[src/rtl/sbcd_pkg.sv]
// Package of constants and types for the standby and clock divider control block
package sbcd_pkg;

  // Standby states
  typedef enum logic [1:0] {
    SBCD_RUN,
    SBCD_IDLE,
    SBCD_DEEP,
    SBCD_XTAL
  } sbcd_state_t;

  // Software request codes
  localparam logic [1:0] SBCD_REQ_NONE = 2'h0;
  localparam logic [1:0] SBCD_REQ_IDLE = 2'h1;
  localparam logic [1:0] SBCD_REQ_DEEP = 2'h2;
  localparam logic [1:0] SBCD_REQ_XTAL = 2'h3;

  // Clock source select codes
  localparam logic [1:0] SBCD_SRC_RC = 2'h0;
  localparam logic [1:0] SBCD_SRC_CF = 2'h1;
  localparam logic [1:0] SBCD_SRC_VRC = 2'h2;
  localparam logic [1:0] SBCD_SRC_XTAL = 2'h3;

  // Divider: nine settings, each doubling; base cycle is 3 main clocks
  localparam int SBCD_DIV_SETTINGS = 9;
  localparam logic [3:0] SBCD_DIV_MAX_SEL = 4'h8;
  localparam logic [1:0] SBCD_BASE_TICKS = 2'h3;
  localparam int SBCD_CNT_W = 10;
  localparam int SBCD_EXT_IRQS = 5;
  localparam int SBCD_SYNC_W = 3;

  // Oscillator enables
  typedef struct packed {
    logic ceramicOscillator;
    logic internalResistorCapOscillator;
    logic varRcOscillator;
    logic crystalOscillator;
  } sbcd_osc_t;

  // Wake sources, already synchronised
  typedef struct packed {
    logic [SBCD_EXT_IRQS-1:0] extIrq;
    logic port0Irq;
    logic baseTimerIrq;
    logic anyIrq;
  } sbcd_wake_t;

endpackage

[src/rtl/sbcd_sync.sv]
// Three-stage synchroniser bank for pin inputs
`timescale 1ns/100ps
`default_nettype none
module sbcd_sync import sbcd_pkg::*; #(
  parameter int WIDTH = 1
) (
  // Clock and reset
  input wire logic core_clk,
  input wire logic rst_b,
  // Data
  input wire logic [WIDTH-1:0] asyncIn,
  output logic [WIDTH-1:0] syncOut
);

  typedef struct packed {
    logic [WIDTH-1:0] s1;
    logic [WIDTH-1:0] s2;
    logic [WIDTH-1:0] s3;
    logic [WIDTH-1:0] q;
  } sbcd_sync_st_t;

  sbcd_sync_st_t stFf;
  sbcd_sync_st_t nxtSt;

  // Accept a change only when stages two and three agree
  always_comb begin
    nxtSt = stFf;
    nxtSt.s1 = asyncIn;
    nxtSt.s2 = stFf.s1;
    nxtSt.s3 = stFf.s2;
    for (int i = 0; i < WIDTH; i++) begin
      if (stFf.s2[i] == stFf.s3[i]) begin
        nxtSt.q[i] = stFf.s3[i];
      end
    end
  end

  always_ff @(posedge core_clk or negedge rst_b) begin
    if (!rst_b) begin
      stFf <= '0;
    end else begin
      stFf <= nxtSt;
    end
  end

  assign syncOut = stFf.q;

endmodule
`default_nettype wire

[src/rtl/sbcd_ctrl.sv]
// Standby state controller and system clock divider
`timescale 1ns/100ps
`default_nettype none
module sbcd_ctrl import sbcd_pkg::*; (
  // Clock and reset
  input wire logic core_clk,
  input wire logic rst_b,
  // Software control, same clock
  input wire logic [1:0] standbyReq,
  input wire logic [3:0] divSel,
  input wire logic [1:0] clkSrcSel,
  input wire sbcd_osc_t oscRunReq,
  input wire logic anyIrqReq,
  // External pins, asynchronous
  input wire logic resetPin_b,
  input wire logic [SBCD_EXT_IRQS-1:0] extIrqActive,
  input wire logic port0IrqEst,
  input wire logic baseTimerIrqEst,
  // Outputs
  output logic coreClkGate,
  output logic periphClkGate,
  output logic baseTimerClkGate,
  output sbcd_osc_t oscEnable,
  output logic [1:0] sysClkSrc,
  output logic instrCycleTick,
  output sbcd_state_t standbyState
);

  typedef struct packed {
    sbcd_state_t st;
    sbcd_osc_t osc;
    logic xtalHeld;
    logic coreGate;
    logic periphGate;
    logic btGate;
    logic [1:0] src;
    logic [SBCD_CNT_W-1:0] cnt;
    logic tick;
  } sbcd_ctrl_st_t;

  sbcd_ctrl_st_t stFf;
  sbcd_ctrl_st_t nxtSt;
  logic [SBCD_EXT_IRQS+2:0] pinsSync;
  logic pinResetSync_b;
  logic extWake;

  // Pins cross through four flip-flops: three stages, then the filtered output
  sbcd_sync #(.WIDTH(SBCD_EXT_IRQS + 3)) uSync (
    .core_clk(core_clk),
    .rst_b(rst_b),
    .asyncIn({~resetPin_b, extIrqActive, port0IrqEst, baseTimerIrqEst}),
    .syncOut(pinsSync)
  );

  assign pinResetSync_b = ~pinsSync[SBCD_EXT_IRQS+2];

  // Stop-state wake: pin reset, irq pins, port 0
  assign extWake = (!pinResetSync_b)
                 | (|pinsSync[SBCD_EXT_IRQS+1:2])
                 | pinsSync[1];

  // Terminal count of the divider, base ticks doubled per setting
  function automatic logic [SBCD_CNT_W-1:0] divLimit(input logic [3:0] sel);
    logic [3:0] s;
    s = (sel > SBCD_DIV_MAX_SEL) ? SBCD_DIV_MAX_SEL : sel;
    divLimit = SBCD_CNT_W'((SBCD_CNT_W'(SBCD_BASE_TICKS) << s) - 1'b1);
  endfunction

  // Next state
  always_comb begin
    nxtSt = stFf;
    nxtSt.tick = 1'b0;
    nxtSt.src = clkSrcSel;
    case (stFf.st)
      SBCD_RUN: begin
        nxtSt.osc = oscRunReq;
        nxtSt.coreGate = 1'b1;
        nxtSt.periphGate = 1'b1;
        nxtSt.btGate = 1'b1;
        case (standbyReq)
          SBCD_REQ_IDLE: begin
            nxtSt.st = SBCD_IDLE;
            nxtSt.coreGate = 1'b0;
            // Keep what ran before entry, not a request changed in this cycle
            nxtSt.osc = stFf.osc;
          end
          SBCD_REQ_DEEP: begin
            nxtSt.st = SBCD_DEEP;
            nxtSt.coreGate = 1'b0;
            nxtSt.periphGate = 1'b0;
            nxtSt.btGate = 1'b0;
            nxtSt.osc = '0;
          end
          SBCD_REQ_XTAL: begin
            nxtSt.st = SBCD_XTAL;
            nxtSt.coreGate = 1'b0;
            nxtSt.periphGate = 1'b0;
            nxtSt.osc.ceramicOscillator = 1'b0;
            nxtSt.osc.internalResistorCapOscillator = 1'b0;
            nxtSt.osc.varRcOscillator = 1'b0;
            nxtSt.osc.crystalOscillator = stFf.osc.crystalOscillator;
            nxtSt.xtalHeld = stFf.osc.crystalOscillator;
          end
          default: begin
            nxtSt.st = SBCD_RUN;
          end
        endcase
      end
      SBCD_IDLE: begin
        // Oscillators keep their pre-entry state
        nxtSt.osc = stFf.osc;
        if (anyIrqReq || !pinResetSync_b) begin
          nxtSt.st = SBCD_RUN;
          nxtSt.coreGate = 1'b1;
        end
      end
      SBCD_DEEP: begin
        nxtSt.osc = '0;
        if (extWake) begin
          nxtSt.st = SBCD_RUN;
          nxtSt.coreGate = 1'b1;
          nxtSt.periphGate = 1'b1;
          nxtSt.btGate = 1'b1;
        end
      end
      SBCD_XTAL: begin
        nxtSt.osc.crystalOscillator = stFf.xtalHeld;
        if (extWake || pinsSync[0]) begin
          nxtSt.st = SBCD_RUN;
          nxtSt.coreGate = 1'b1;
          nxtSt.periphGate = 1'b1;
        end
      end
      default: begin
        nxtSt.st = SBCD_RUN;
      end
    endcase
    // Divider runs only while the core clock runs; saves power in standby
    if (stFf.coreGate) begin
      if (stFf.cnt >= divLimit(divSel)) begin
        nxtSt.cnt = '0;
        nxtSt.tick = 1'b1;
      end else begin
        nxtSt.cnt = stFf.cnt + 1'b1;
      end
    end else begin
      nxtSt.cnt = '0;
    end
  end

  always_ff @(posedge core_clk or negedge rst_b) begin
    if (!rst_b) begin
      stFf.st <= SBCD_RUN;
      stFf.osc <= '1;
      stFf.xtalHeld <= 1'b0;
      stFf.coreGate <= 1'b1;
      stFf.periphGate <= 1'b1;
      stFf.btGate <= 1'b1;
      stFf.src <= SBCD_SRC_RC;
      stFf.cnt <= '0;
      stFf.tick <= 1'b0;
    end else begin
      stFf <= nxtSt;
    end
  end

  // Outputs straight from flip-flops
  assign coreClkGate = stFf.coreGate;
  assign periphClkGate = stFf.periphGate;
  assign baseTimerClkGate = stFf.btGate;
  assign oscEnable = stFf.osc;
  assign sysClkSrc = stFf.src;
  assign instrCycleTick = stFf.tick;
  assign standbyState = stFf.st;
endmodule
`default_nettype wire

[config.mk]
export PLATFORM = sky130hd
export DESIGN_NAME = sbcd_ctrl
export DESIGN_NICKNAME = d
export VERILOG_FILES = /design/src/rtl/sbcd_pkg.sv /design/src/rtl/sbcd_sync.sv /design/src/rtl/sbcd_ctrl.sv
export SDC_FILE = /design/constraint.sdc
export NUM_CORES = 1
export LEC_CHECK = 0
export ABC_AREA = 0
export BUFFER_PORTS_ARGS = -buffer_cell sky130_fd_sc_hd__buf_2
export CAP_MARGIN = 20
export CORE_MARGIN = 2
export CORE_UTILIZATION = 45
export CTS_CLUSTER_SIZE = 10
export DETAILED_ROUTE_END_ITERATION = 10
export HOLD_SLACK_MARGIN = 0.15
export MAX_ROUTING_LAYER = met4
export PLACE_DENSITY = 0.71
export SETUP_SLACK_MARGIN = 0.1
export SYNTH_ARGS = -nofsm -noshare
export SYNTH_HDL_FRONTEND = slang
export SYNTH_HIERARCHICAL = 1
export SYNTH_SLANG_ARGS = --single-unit
[constraint.sdc]
create_clock -name core_clk -period 2.1 [get_ports core_clk]
set_input_delay 0.105 -clock core_clk [delete_from_list [all_inputs] [get_ports core_clk]]
set_output_delay 0.105 -clock core_clk [all_outputs]
set_load 0.01 [all_outputs]
### Word-level counts from Yosys, hierarchy flattened

Cells that the tools add are included.

* order comparisons: 2
* add/sub/neg operators: 2
* multiplexer cells: 22
* reductions and logical operators: 14
* equal/unequal tests: 19
* bitwise operators: 4
* shifts and indexed selects: 1

Operators by type and width (number)
* $mux 10: 2
* $pmux 4 s3: 1
* $add 10x1->10 const B: 1
* $ge 10x10->1: 1
* $ne 2x2->1 const B: 5
* $shl 2x4->10 const A: 1
* $sub 10x1->10 const B: 1
* $reduce_and 3->1: 3
* $eq 1x1->1: 8
* $eq 2x2->1 const B: 4
* $mux 2: 4
* $pmux 2 s4: 1
* $mux 1: 6
* $pmux 1 s3: 2
* $pmux 2 s3: 1
* $pmux 3 s2: 1
* $reduce_and 2->1: 3
* $reduce_or 5->1: 1
* $eq 2x1->1 const B: 2
* $gt 4x4->1 const B: 1
* $mux 4: 1
* $pmux 1 s4: 1
* $mux 3: 1
* $reduce_bool 3->1: 1
* 8 further kinds: 11

* input bits: 23
* output and inout port bits: 12
* logic and storage cells: 87
* bits in registers: 55

### Logic depth before layout (Yosys ltp)

* depth after elaboration: 7
* gate-level depth with buffers: 14
* mapped depth without buffers: 13

### Hierarchy

Netlist, hierarchy kept.

By module, submodules not included
* sbcd_ctrl: instances 1, sequential area each 584.3 µm², cells each 162, area each 1577.8 µm²
* sbcd_sync: instances 1, sequential area each 800.8 µm², cells each 48, area each 950.9 µm²

### Worst setup path before layout

Ideal clock, no wire load.

* kind: input to register
* from: input divSel[3]
* to: register stFf[3] (netlist bit)
* stages: 13
* path buffers: 1
* slack: -407 ps
* data required time: 1957 ps
* library setup time: 143 ps
* arrival: 2364 ps
* cell sequence: clkbuf_1 > nand2b_1 > ha_1 > nand2_1 > ha_1 > nand3b_1 > nand3b_1 > o21ai_0 > a21oi_1 > ha_1 > nand4_2 > o311ai_4 > nor3_1

RTL lines
* from (decl): RTL line sbcd_ctrl.sv:10 `input wire logic [3:0] divSel,`
* to (signal assigned): RTL line sbcd_ctrl.sv:163 `stFf <= nxtSt;`
* to (decl): RTL line sbcd_ctrl.sv:41 `sbcd_ctrl_st_t stFf;`

==> impl_results.md <==
- Critical Path AT: 2.16 ns
- CTS tree: yes
- Worst Tran Pin Value: 0.376 ns
- Unique masters post-synth: 42
- Clk buf depth: 2
- Diodes inserted: 0
- Run status: completed
- Fraction of the cycle the final worst path needs: 0.933
- Placed Area: 0.00279 mm²
- Die height: 79.0 µm
- Number of enable flip-flop cells after synthesis: 0
- Final instance area: 0.00314 mm²
- Detailed-route via count: 1671
- Synthesized area per cell: 12.0 µm²
- H-tree Lvls: 2
- Initial Util: 0.462
- CP Class: input pin to flip-flop
- Mapped Cells: 210
- Setup TNS: 0 ns
- Reg2Reg Depth: 5
- Number of routed nets with antenna violations: 0
- Ys flop type: dfrtp_1
- Hold_sp: anyIrqReq
- Worst r2r dst: stFf[5]
- Std cell rows: 27
- Power density cells: 744 mW/mm²
- Initial antenna violation count: 0
- Async S/R FF share, synth: 1.00
- Seq/Total Area, Yosys: 0.548
- Critical R2R Launch: stFf[6]
- Total core area: 0.00547 mm²
- FF+latch count, synth: 55
- Warnings from Yosys: 6
- Startpoint Class: input pin
- PnR worst setup slack: 0.141 ns
- Finish-stage setup viols: 0
- Max VDD drop: 0.506 mV
- Vias in the first global route: 1579
- Static leakage: 1.43 nW
- Post-Syn Area: 0.00253 mm²
- Final worst path period need: 1.96 ns
- Mapped Nets: 247
- Non-filler cells, final: 332
- P&R area growth vs syn: 24.3%
- DRT iter0 DRCs: 56
- Drt wl/cell: 13.3 µm
- Clock sinks: 55
- Hold Path Depth: 4
- Commonest non-fill, non-tap cell in the layout: dfrtp_1
- First-pass DRT Iterations: 4
- Clock Latency Late Sink: 0.31 ns
- RSZ-0062 raised after global routing: yes
- Crit end category: flip-flop
- Root buffer cell: clkbuf_8
- Grt ovf: 0
- Pin count of the biggest net entering global routing: 56
- Max-cap check violation count: 0
- Most frequent cells in the layout: dfrtp_1 (48), buf_2 (32), dlygate4sd3_1 (17), nand2_1 (13), ha_1 (12)
- # nets final: 297
- Hold Crit Class: input pin to flip-flop
- I/O pin count: 35
- Total CTS buffers: 5
- Worst EP required: 2.30 ns
- Die W: 79.0 µm
- Clock Pin Slew Worst Setup and Hold Paths: 0.09 ns
- Critical path peak fanout: 5
- Global-route wire length before repair: 7200 µm
- GPL Wtd Cong: 0.805
- R2R setup slack: 0.27 ns
- Hold endpoint: standbyState[0]
- Share of layout cells above drive strength 1: 0.365
- DRC: 0
- HPWL after detailed placement: 2970 µm
- Total Routed Length: 4420 µm
- Die area: 0.00623 mm²
- Count of input and output buffers: 34
- Routed vias/inst: 5.03
- Max-slew headroom: 0.749
- Post-CTS Setup Inserts: 0
- Dpl cells: 307
- F_max: 0.510 GHz
- Final hold viol count: 0
- GRT Overall Usage: 0.153
- Clk_skew: 0.00450 ns
- DP Worst Slack: -0.156 ns
- Number of max-slew violations in the final report: 0
layout make-up:
type / count / area (µm²)
Clock inverter: 2 / 17.5
Multi-Input combinational cell: 126 / 1060
Fill cell: 444 / 2330
Timing Repair Buffer: 65 / 500
Tap cell: 72 / 90.1
Clock buffer: 5 / 68.8
Inverter: 7 / 26.3
Sequential cell: 55 / 1390
kinds of logic (layout without fill, tap and decap cells):
group,count (synthesis),count (layout),share of synthesized area
AO/OA/AOI/OAI,30,30,0.0905
XOR/XNOR,10,10,0.0346
adder cells (fa/ha/maj),22,22,0.105
buffers and inverters,29,79,0.0703
flip-flops,55,55,0.548
multiplexers,4,4,0.0168
AND/OR/NAND/NOR,60,60,0.135
where the power goes:
group	switching [mW]	total (mW)	internal (mW)
clock	0.336	0.571	0.235
combinational	0.230	0.490	0.260
sequential	0.105	1.28	1.17
total	0.671	2.34	1.67
timing repair:
action,4_1_cts,5_1_grt
endpoints found under the setup margin,0,11
hold buffers,17,0
hold endpoints to repair,71,0
gates resized for setup,0,13
flip-flops by register name, summed over array words and instances (netlist names):
name and count:
standbyState 2, uSync/stFf 8, sysClkSrc 2, oscEnable 4
uSync/syncOut 8, periphClkGate 1, instrCycleTick 1, baseTimerClkGate 1
coreClkGate 1, uSync/nxtSt 16, stFf 11
cell usage after synthesis, types with 2 or more instances:
cell type	number	area (µm²)
nor2_1	11	41.3
o31ai_1	3	22.5
nand2b_1	3	18.8
nand2_1	14	52.6
xor2_1	4	35.0
buf_4	18	135
clkbuf_1	3	11.3
xnor2_1	6	52.6
nor3_2	4	40.0
ha_1	14	175
nand3b_1	2	15.0
mux2_2	2	22.5
nor4_1	2	12.5
a21oi_1	8	40.0
maj3_2	8	90.1
nand3_1	6	30.0
o21a_1	2	15.0
nand4_2	2	25.0
mux2i_1	2	20.0
o21ai_0	3	15.0
dfrtp_1	48	1200
inv_1	6	22.5
a21o_1	2	15.0
nor3_1	10	50.1
o22ai_1	2	12.5
dfstp_2	7	184
a22oi_1	3	22.5
per-layer routing:
metal / wire (µm) / up-vias / part of all wire / GRT usage
met5: 0 / - / 0 / -
met4: 87 / 0 / 0.020 / 0.0672
met3: 157 / 8 / 0.036 / 0.0318
met2: 2140 / 39 / 0.48 / 0.230
met1: 2030 / 805 / 0.46 / 0.201
li1: - / 819 / - / -
worst max-delay path: stages:
cell,delay [ns]
buf_6,0.10
nand2b_4,0.15
ha_4,0.18
buf_4,0.15
xor2_1,0.15
a21oi_1,0.10
ha_1,0.32
nand4_1,0.19
o311ai_4,0.45
clkbuf_16,0.22
nor3_1,0.04
worst max path at each step:
stage	from	slack [ns]	endpoint	depth (start not counted)
2_1_floorplan	divSel[2]	-0.08	stFf[1]	11
3_3_place_gp	divSel[3]	-0.1	instrCycleTick	13
3_5_place_dp	divSel[3]	-0.16	stFf[3]	14
4_1_cts	divSel[3]	0.17	stFf[3]	14
5_1_grt	divSel[2]	0.07	stFf[3]	12
6_report	divSel[3]	0.14	stFf[5]	11
through the flow:
| step | hold WS [ns] | power [mW] | utilization |
|---|---|---|---|
| 2_1_floorplan | -0.191 | 1.59 | - |
| 3_3_place_gp | 0.118 | 1.70 | 0.510 |
| 3_5_place_dp | 0.119 | 1.72 | 0.510 |
| 4_1_cts | 0.160 | 2.32 | 0.557 |
| 5_1_grt | 0.191 | 2.48 | 0.575 |
| 6_report | 0.161 | 2.34 | 0.575 |
(Power assumes the default switching activity.)
